## src/hw/mae_map.vh

```
// Register offsets, field positions and reset values of the alert block
`ifndef MAE_MAP_VH
`define MAE_MAP_VH

// Register offsets on the register port
`define MAE_OFS_MASK_ENABLE   8'h06
`define MAE_OFS_LIMIT_VALUE   8'h07

// Mask/enable field positions
`define MAE_BIT_OVER_CUR      15
`define MAE_BIT_UNDER_CUR     14
`define MAE_BIT_BUS_OVER      13
`define MAE_BIT_BUS_UNDER     12
`define MAE_BIT_POWER_OVER    11
`define MAE_BIT_CONV_READY_EN 10
`define MAE_BIT_ALERT_FLAG    4
`define MAE_BIT_CONV_FLAG     3
`define MAE_BIT_OVF_FLAG      2
`define MAE_BIT_POLARITY      1
`define MAE_BIT_LATCH         0

// Writable bits of mask/enable: 15..10 and 1..0
`define MAE_MASK_WR_BITS      16'hFC03

// Reset values
`define MAE_RST_MASK_ENABLE   16'h0000
`define MAE_RST_LIMIT_VALUE   16'h0000

// Low two mode bits at zero select power-down
`define MAE_MODE_PD_BITS      2'h0

`endif

```

## src/hw/mae_limit_cmp.v

```verilog
// Limit comparator: one result word against the limit word
`timescale 1ns/1ps
`default_nettype none

module mae_limit_cmp #(
  parameter WIDTH     = 16,
  parameter IS_SIGNED = 0
) (
  // Operands
  input  wire [WIDTH-1:0] result,
  input  wire [WIDTH-1:0] limit,
  // Outcome
  output wire             above,
  output wire             below
);

  // Signed compare by flipping the sign bit of both operands
  wire [WIDTH-1:0] res_k;
  wire [WIDTH-1:0] lim_k;

  assign res_k = (IS_SIGNED != 0) ? {~result[WIDTH-1], result[WIDTH-2:0]} : result;
  assign lim_k = (IS_SIGNED != 0) ? {~limit[WIDTH-1], limit[WIDTH-2:0]} : limit;
  assign above = (res_k > lim_k);
  assign below = (res_k < lim_k);

endmodule // mae_limit_cmp

`default_nettype wire

```

## src/hw/mae_alert_pin.v

```verilog
// Open-collector alert pin driver with selectable polarity
`timescale 1ns/1ps
`default_nettype none

module mae_alert_pin (
  // Clock and reset
  input  wire mclk,
  input  wire arst_n,
  // Control
  input  wire alert_active,
  input  wire alert_polarity,
  // Pin
  output wire alert_pin_o,
  output wire alert_pin_oe_n
);

  reg pull_low_q;

  // Active-low pulls while active; active-high pulls while idle
  always @(posedge mclk or negedge arst_n) begin
    if (!arst_n) begin
      pull_low_q <= 1'b0;
    end else begin
      pull_low_q <= alert_polarity ? ~alert_active : alert_active;
    end
  end

  // Collector only ever sinks; the pull-up makes the high level
  assign alert_pin_o    = 1'b0;
  assign alert_pin_oe_n = ~pull_low_q;

endmodule // mae_alert_pin

`default_nettype wire

```

## src/hw/mae_alert_top.v

```verilog
// Alert generation logic of a current, voltage and power monitor
// What this block does
// - Only the highest enabled limit function among bits 15..11 is compared.
// - Over-current enable alerts when current result exceeds the limit.
// - Under-current enable alerts when current result is below the limit.
// - Bus over-voltage enable alerts when bus result exceeds the limit.
// - Bus under-voltage enable alerts when bus result is below the limit.
// - Power over-limit enable alerts when power result exceeds the limit.
// - Conversion-ready alert enable drives alert when ready flag sets.
// - Ready notice may share the pin; alert flag shows the limit cause.
// - Latch mode keeps alert flag set until mask/enable register read.
// - Transparent mode clears alert flag after next non-alerting conversion.
// - Ready flag sets only when the whole conversion cycle is complete.
// - Configuration writes clear ready flag unless they select power-down.
// - Reading mask/enable register clears the ready flag.
// - Overflow flag sets when the power arithmetic overflows.
// - Alert pin is open-collector; polarity bit one means active-high.
// - Latch bit one selects latch mode; zero gives transparent behaviour.
// - Transparent mode returns pin and flag idle once fault is gone.
// - Latch mode holds pin and flag active until mask/enable read.
// - Mask/enable bits nine to five read back as zero.
// - Current results and limits compare as signed two's complement.
// - Bus-voltage results compare as unsigned values.
// - Power results compare as unsigned, never negative.
`timescale 1ns/1ps
`default_nettype none

`include "mae_map.vh"

module mae_alert_top #(
  parameter DW = 16,
  parameter AW = 8
) (
  // Clock and reset
  input  wire          mclk,
  input  wire          arst_n,
  // Register port from the serial bus engine
  input  wire [AW-1:0] reg_addr,
  input  wire          reg_wr,
  input  wire          reg_rd,
  input  wire [DW-1:0] reg_wdata,
  output wire [DW-1:0] reg_rdata,
  // Configuration write notice
  input  wire          cfg_wr,
  input  wire [2:0]    cfg_wr_mode,
  // Finished measurement results
  input  wire          cur_valid,
  input  wire [DW-1:0] cur_result,
  input  wire          bus_valid,
  input  wire [DW-1:0] bus_result,
  input  wire          pwr_valid,
  input  wire [DW-1:0] pwr_result,
  input  wire          pwr_overflow,
  input  wire          cycle_done,
  // Alert pin and status
  output wire          alert_pin_o,
  output wire          alert_pin_oe_n,
  output wire          alert_active
);

  // Register state
  reg [5:0]    func_en_q;
  reg [5:0]    func_en_d;
  reg          polarity_q;
  reg          polarity_d;
  reg          latch_q;
  reg          latch_d;
  reg [DW-1:0] limit_q;
  reg [DW-1:0] limit_d;
  reg          aff_q;
  reg          aff_d;
  reg          conv_ready_flag_q;
  reg          conv_ready_flag_d;
  reg          ovf_q;
  reg          ovf_d;
  reg [DW-1:0] rdata_q;
  reg [DW-1:0] rdata_d;

  // Access decode
  wire sel_mask;
  wire sel_limit;
  wire mask_rd;
  wire mask_wr;
  wire limit_wr;

  assign sel_mask  = (reg_addr == `MAE_OFS_MASK_ENABLE);
  assign sel_limit = (reg_addr == `MAE_OFS_LIMIT_VALUE);
  assign mask_rd   = reg_rd & sel_mask;
  assign mask_wr   = reg_wr & sel_mask;
  assign limit_wr  = reg_wr & sel_limit;

  // Function enables: index 5 is over-current down to 0 for ready notice
  wire en_over_cur;
  wire en_under_cur;
  wire en_bus_over;
  wire en_bus_under;
  wire en_power_over;
  wire en_conv_ready;

  assign en_over_cur   = func_en_q[5];
  assign en_under_cur  = func_en_q[4];
  assign en_bus_over   = func_en_q[3];
  assign en_bus_under  = func_en_q[2];
  assign en_power_over = func_en_q[1];
  assign en_conv_ready = func_en_q[0];

  // Priority select of the one monitored limit function
  reg sel_over_cur;
  reg sel_under_cur;
  reg sel_bus_over;
  reg sel_bus_under;
  reg sel_power_over;

  always @* begin
    sel_over_cur   = 1'b0;
    sel_under_cur  = 1'b0;
    sel_bus_over   = 1'b0;
    sel_bus_under  = 1'b0;
    sel_power_over = 1'b0;
    if (en_over_cur) begin
      sel_over_cur = 1'b1;
    end else if (en_under_cur) begin
      sel_under_cur = 1'b1;
    end else if (en_bus_over) begin
      sel_bus_over = 1'b1;
    end else if (en_bus_under) begin
      sel_bus_under = 1'b1;
    end else if (en_power_over) begin
      sel_power_over = 1'b1;
    end
  end

  // Comparators; limit word is taken as-is in the compared format
  wire cur_above;
  wire cur_below;
  wire bus_above;
  wire bus_below;
  wire pwr_above;

  mae_limit_cmp #(
    .WIDTH     (DW),
    .IS_SIGNED (1)
  ) u_cmp_cur (
    .result (cur_result),
    .limit  (limit_q),
    .above  (cur_above),
    .below  (cur_below)
  );

  mae_limit_cmp #(
    .WIDTH     (DW),
    .IS_SIGNED (0)
  ) u_cmp_bus (
    .result (bus_result),
    .limit  (limit_q),
    .above  (bus_above),
    .below  (bus_below)
  );

  mae_limit_cmp #(
    .WIDTH     (DW),
    .IS_SIGNED (0)
  ) u_cmp_pwr (
    .result (pwr_result),
    .limit  (limit_q),
    .above  (pwr_above),
    .below  ()
  );

  // A conversion of the monitored kind finished, and whether it faults.
  // Results arrive as the final averaged words, so raw samples never alert.
  reg eval_now;
  reg fault_now;

  always @* begin
    eval_now  = 1'b0;
    fault_now = 1'b0;
    if (sel_over_cur) begin
      eval_now  = cur_valid;
      fault_now = cur_above;
    end else if (sel_under_cur) begin
      eval_now  = cur_valid;
      fault_now = cur_below;
    end else if (sel_bus_over) begin
      eval_now  = bus_valid;
      fault_now = bus_above;
    end else if (sel_bus_under) begin
      eval_now  = bus_valid;
      fault_now = bus_below;
    end else if (sel_power_over) begin
      eval_now  = pwr_valid;
      fault_now = pwr_above;
    end
  end

  // Power-down writes leave the ready flag alone
  wire cfg_clears_ready;

  assign cfg_clears_ready = cfg_wr & (cfg_wr_mode[1:0] != `MAE_MODE_PD_BITS);

  // Register writes
  always @* begin
    func_en_d  = func_en_q;
    polarity_d = polarity_q;
    latch_d    = latch_q;
    limit_d    = limit_q;
    if (mask_wr) begin
      func_en_d  = reg_wdata[`MAE_BIT_OVER_CUR:`MAE_BIT_CONV_READY_EN];
      polarity_d = reg_wdata[`MAE_BIT_POLARITY];
      latch_d    = reg_wdata[`MAE_BIT_LATCH];
    end
    if (limit_wr) begin
      limit_d = reg_wdata;
    end
  end

  // Flags; in every case a setting event wins over a clear in the same cycle
  always @* begin
    aff_d = aff_q;
    if (latch_q) begin
      if (mask_rd) begin
        aff_d = 1'b0;
      end
    end else if (eval_now && !fault_now) begin
      aff_d = 1'b0;
    end
    if (eval_now && fault_now) begin
      aff_d = 1'b1;
    end
  end

  always @* begin
    conv_ready_flag_d = conv_ready_flag_q;
    if (mask_rd || cfg_clears_ready) begin
      conv_ready_flag_d = 1'b0;
    end
    if (cycle_done) begin
      conv_ready_flag_d = 1'b1;
    end
  end

  // Overflow follows each power product; it is a status, not an event
  always @* begin
    ovf_d = ovf_q;
    if (pwr_valid) begin
      ovf_d = pwr_overflow;
    end
  end

  // Read data, sampled before the read side effects take hold
  wire [DW-1:0] mask_view;

  assign mask_view = {func_en_q, 5'h00, aff_q, conv_ready_flag_q, ovf_q, polarity_q, latch_q};

  always @* begin
    rdata_d = rdata_q;
    if (reg_rd) begin
      if (sel_mask) begin
        rdata_d = mask_view;
      end else if (sel_limit) begin
        rdata_d = limit_q;
      end else begin
        rdata_d = {DW{1'b0}};
      end
    end
  end

  always @(posedge mclk or negedge arst_n) begin
    if (!arst_n) begin
      func_en_q  <= 6'h00;
      polarity_q <= 1'b0;
      latch_q    <= 1'b0;
      limit_q    <= `MAE_RST_LIMIT_VALUE;
      aff_q      <= 1'b0;
      conv_ready_flag_q     <= 1'b0;
      ovf_q      <= 1'b0;
      rdata_q    <= {DW{1'b0}};
    end else begin
      func_en_q  <= func_en_d;
      polarity_q <= polarity_d;
      latch_q    <= latch_d;
      limit_q    <= limit_d;
      aff_q      <= aff_d;
      conv_ready_flag_q     <= conv_ready_flag_d;
      ovf_q      <= ovf_d;
      rdata_q    <= rdata_d;
    end
  end

  assign reg_rdata = rdata_q;

  // Pin is active for the monitored fault, or for the ready notice if enabled.
  // Ready alert also follows the flag, so a latched ready clears on the read.
  assign alert_active = aff_q | (en_conv_ready & conv_ready_flag_q);

  mae_alert_pin u_pin (
    .mclk           (mclk),
    .arst_n         (arst_n),
    .alert_active   (alert_active),
    .alert_polarity (polarity_q),
    .alert_pin_o    (alert_pin_o),
    .alert_pin_oe_n (alert_pin_oe_n)
  );

endmodule // mae_alert_top

`default_nettype wire

```

## config.mk

```make
export PLATFORM = sky130hd
export DESIGN_NAME = mae_alert_top
export DESIGN_NICKNAME = d
export VERILOG_FILES = /design/src/hw/mae_limit_cmp.v /design/src/hw/mae_alert_pin.v /design/src/hw/mae_alert_top.v
export VERILOG_INCLUDE_DIRS = /design/src /design/src/hw
export SDC_FILE = /design/constraint.sdc
export NUM_CORES = 1
export LEC_CHECK = 0
export BUFFER_PORTS_ARGS = -buffer_cell sky130_fd_sc_hd__buf_2
export CAP_MARGIN = 30
export CORE_MARGIN = 2
export CORE_UTILIZATION = 52
export CTS_CLUSTER_DIAMETER = 200
export CTS_CLUSTER_SIZE = 16
export DETAILED_ROUTE_END_ITERATION = 16
export PLACE_DENSITY = 0.81
export SYNTH_ARGS = -nofsm -noshare
export SYNTH_HDL_FRONTEND = slang
export SYNTH_HIERARCHICAL = 1
export SYNTH_SLANG_ARGS = --single-unit
```

## constraint.sdc

```tcl
create_clock -name mclk -period 2.5 [get_ports mclk]
set_input_delay 0.5 -clock mclk [delete_from_list [all_inputs] [get_ports mclk]]
set_output_delay 0.5 -clock mclk [all_outputs]
set_load 0.02 [all_outputs]
```

==> results.toml, run 1 <==
[power]
clockPowerShare = 0.305
power_mw = 1.66
pwr-share-seq = 0.469
leakagePower_nw = 1.94
power.net_switching_mw = 0.454
p_sw_frac = 0.274
ir_drop_v = 0.000446
power.density_mw_per_mm2 = 418
p_int_mw = 1.20
power_frac_comb = 0.226

[global_routing]
grt_pass1_wl_um = 12800
overflow = 0
antenna_found_initial = 0
grt_max_degree = 21
grt_pass1_vias = 2780
grt_util_all_layers = 0.229

[clock_tree]
htree_levels = 2
cts_setup_buffers = 0
cts_root_buf = "clkbuf_8"
cts_made_buffers = 5
ctsHoldBuffers = 0
clkTransAtPathRegs_ns = 0.08
worstSkewPairLatency_ns = 0.29
cts.sinks = 44
cts_buffer_depth = 2
post_cts_resized = 0
cts_tree = "yes"

[flow_run]
max_cap_violations = 0

[route]
via_per_inst = 5.30
drc = 0
drt_first_iter_violations = 132
antenna_left = 0
vias = 2734
first_pass_iters = 4
avgRoutedWirePerCell_um = 14.9
detail_route.wirelength_um = 7690

[cells_and_area]
design_area_mm2 = 0.00397
layout-drive-gt1-share = 0.372
fin_cells = 516
final_cell_mix = "buf_2, inv_1, ha_1"
final_nets = 575
syn_to_final_growth_pct = 21.7
utilization = 0.662
antennaDiodeCount = 0
final_common_cell = "buf_2"

[timing]
post-route-period-util = 0.910
max_freq_mhz = 439
holdWs_ns = 0.140
setup_tns_ns = 0
finalHoldViolations = 0
finalSetupViolCount = 0
fin_skew_ns = 0.00586
final.min_clock_period_ns = 2.28
rsz0062_at_grt = "no"
final_max_slew_viol_count = 0
worst_slack_ns = 0.225

[worst_setup_path]
worst-path-buf-inv = 1
critPathMaxFanout = 5
path_class = "reg -> reg"
path_cells = "inv_1 -> ha_1 -> nand4_2 -> nor4_2 -> a22o_1 -> nor3_1 -> a21oi_1 -> o21ai_0 -> a221oi_2 -> o22ai_1"
critical_path_arrival_ns = 2.44
critPathMaxStageDelay_ns = 0.45
r2r_cells = 10
crit_required_ns = 2.67
crit_slowest_cell = "dfrtp_1"
critPathLaunchType = "register"
cp.depth = 10
cp-end-kind = "register"
path_delay_family = "compound AO/OA/AOI/OAI gates"

[die]
start_util = 0.544
fp.dieH_um = 83.2
rows = 28
die_w_um = 83.2
core_mm2 = 0.00599
io_pins = 104
die_area_mm2 = 0.00692

[min_path]
hp-class = "in -> async"

[placement]
port_buffers = 101
dp_hpwl_um = 6420
place_inst = 510
pre_cts_ws_ns = 0.0740
place.gp.congestion = 0.867
placed_area_mm2 = 0.00386

[run_status]
status = "complete, no violations"

[logic_synthesis]
syn-num-nets = 466
synth_area_mm2 = 0.00326
synth_cells = 333
yosys_warnings = 6
synth.avg_cell_area_um2 = 9.79
[final timing paths]
kind | from | endpoint | slack (ns)
worst max-delay path | limit_q[14] | aff_q | 0.22
worst min-delay path | arst_n | reg_rdata[1] | 0.14
worst max register to register | limit_q[14] | aff_q | 0.22
worst min register to register | ovf_q | ovf_q | 0.52
max in group asynchronous | arst_n | reg_rdata[7] | 1.76
min in group mclk | cycle_done | conv_ready_flag_q | 0.42
[state kept, by name, summed over array words and instances (netlist names)]
register and count:
ovf_q 1, u_pin/pull_low_q 1, reg_rdata 16, aff_q 1
func_en_q 6, latch_q 1, limit_q 16, polarity_q 1
conv_ready_flag_q 1
[power groups by stage]
stage / clock (mW) / sequential, mW / combinational [mW]
after floorplan: 0 / 0.778 / 0.224
after global placement: 0 / 0.789 / 0.351
after detailed placement: 0 / 0.790 / 0.373
after CTS: 0.515 / 0.776 / 0.376
after global routing: 0.547 / 0.781 / 0.423
final: 0.505 / 0.776 / 0.375
[layout make-up]
type,instances,area [um^2]
repair buffers,107,551
inverters,71,267
well taps,75,93.8
clock buffers,5,68.8
clock inverters,1,30.0
multi-input cells,213,1860
flip-flops and latches,44,1100
fillers,485,2020
[per-layer routing]
layer  up-vias  GRT usage  wire length (um)
met5         -          0                 0
met4         0     0.0358                65
met3         9     0.0388               401
met2        83      0.408              3830
met1      1272      0.296              3400
li1       1370          -                 -
(Power assumes the default switching activity.)
==> run 2, diff against run 1 <==
--- a/config.mk
+++ b/config.mk
@@ -6,6 +6,7 @@
 export SDC_FILE = /design/constraint.sdc
 export NUM_CORES = 1
 export LEC_CHECK = 0
+export ABC_AREA = 1
 export BUFFER_PORTS_ARGS = -buffer_cell sky130_fd_sc_hd__buf_2
 export CAP_MARGIN = 30
 export CORE_MARGIN = 2
==> results.toml, run 2 <==
[worst_setup_path]
path_cells = "inv_1 -> ha_1 -> a21oi_1 -> nand2_1 -> a21oi_1 -> a21oi_1 -> or2_2 -> nand2_1 -> nand2_1 -> nand2_1 -> nand2_1"
r2r_cells = 11
r2r-end = "aff_q"
crit_slowest_cell = "dfrtp_1"
crit_required_ns = 2.70
path_delay_family = "simple AND/OR/NAND/NOR gates"
critPathLaunchType = "register"
critPathMaxStageDelay_ns = 0.46
reg2reg_slack_ns = 0.54
critical_path_arrival_ns = 2.16
cp-end-kind = "register"
worst-path-buf-inv = 1
path_class = "reg -> reg"
cp.depth = 11
critPathMaxFanout = 5
r2r_start = "limit_q[11]"
cp_common_cell = "nand2_1"

[placement]
place.gp.congestion = 0.859
port_buffers = 101
dp_hpwl_um = 6610

[clock_tree]
clkTransAtPathRegs_ns = 0.09
cts_buffer_depth = 2
cts.sinks = 44
cts_tree = "yes"
worstSkewPairLatency_ns = 0.30
cts_made_buffers = 5
htree_levels = 2
cts_root_buf = "clkbuf_8"
cts_setup_buffers = 0
post_cts_resized = 0
ctsHoldBuffers = 0

[logic_synthesis]
yosys_warnings = 6
synth.avg_cell_area_um2 = 7.33
synth_cells = 452
syn-num-nets = 585
synth_area_mm2 = 0.00331

[die]
core_mm2 = 0.00624
io_pins = 104
die_area_mm2 = 0.00702
die_w_um = 83.8
fp.dieH_um = 83.8
start_util = 0.531
rows = 29

[timing]
max_freq_mhz = 511
final.min_clock_period_ns = 1.96
tightest_slew_ns = 0.686
finalSetupViolCount = 0
finalHoldViolations = 0
fin_skew_ns = 0.00320
setup_tns_ns = 0
final_max_slew_viol_count = 0
post-route-period-util = 0.782
rsz0062_at_grt = "no"
relSlewSlack = 0.542

[route]
drc = 0
first_pass_iters = 4
drt_first_iter_violations = 99
avgRoutedWirePerCell_um = 13.1
detail_route.wirelength_um = 8280
vias = 3217
antenna_left = 0
via_per_inst = 5.09

[global_routing]
overflow = 0
antenna_found_initial = 0
grt_pass1_vias = 3193
grt_pass1_wl_um = 13900
grt_util_all_layers = 0.244
grt_max_degree = 30

[cells_and_area]
fillers = 578
final_nets = 687
layout-drive-gt1-share = 0.259
syn_to_final_growth_pct = 21.0
final_cell_mix = "nand2_1, buf_2, inv_1"
antennaDiodeCount = 0
final_common_cell = "nand2_1"

[power]
ir_drop_v = 0.000289
power_mw = 1.70
power.density_mw_per_mm2 = 424
leakagePower_nw = 2.20

[min_path]
hp-class = "in -> async"

[run_status]
status = "complete, no violations"

[flow_run]
max_cap_violations = 0
run 2: layer usage:
metal	routed length [um]	global-route usage
met4	113	0.0718
met1	3400	0.304
met5	0	0
met2	4140	0.428
met3	628	0.0485
run 2: layout make-up:
| class | instances | area (um^2) | area share |
|---|---|---|---|
| clock inverter | 3 | 46.3 | 0.0115 |
| timing repair buffer | 106 | 543 | 0.135 |
| clock buffer | 5 | 68.8 | 0.0172 |
| inverter | 82 | 308 | 0.0768 |
| tap | 77 | 96.3 | 0.0240 |
| sequential | 44 | 1100 | 0.275 |
| multi-input combinational | 315 | 1850 | 0.460 |
run 2: worst max-delay path by stage:
| stage | start | endpoint | slack (ns) |
|---|---|---|---|
| floorplan | bus_result[7] | aff_q | 0.71 |
| global route | limit_q[11] | aff_q | 0.37 |
| CTS | limit_q[11] | aff_q | 0.54 |
| detailed placement | bus_result[11] | aff_q | 0.43 |
| global placement | bus_result[11] | aff_q | 0.46 |
| finish | limit_q[11] | aff_q | 0.54 |
run 2: metrics by stage:
step	setup WS (ns)	hold slack (ns)	utilization	std cells	cell area [um^2]
after detailed placement	0.433	0.462	0.624	624	3890
after floorplan	0.707	0.204	-	452	3310
final	0.544	0.226	0.642	632	4010
after global routing	0.366	0.255	0.642	632	4010
after CTS	0.535	0.242	0.642	632	4010
after global placement	0.456	0.458	0.624	624	3890
run 2: power breakdown:
| part | switching [mW] | total, mW | internal [mW] | leakage [nW] |
|---|---|---|---|---|
| clock | 0.270 | 0.572 | 0.301 | 0.0548 |
| combinational | 0.200 | 0.358 | 0.158 | 1.56 |
| sequential | 0.0319 | 0.768 | 0.736 | 0.586 |
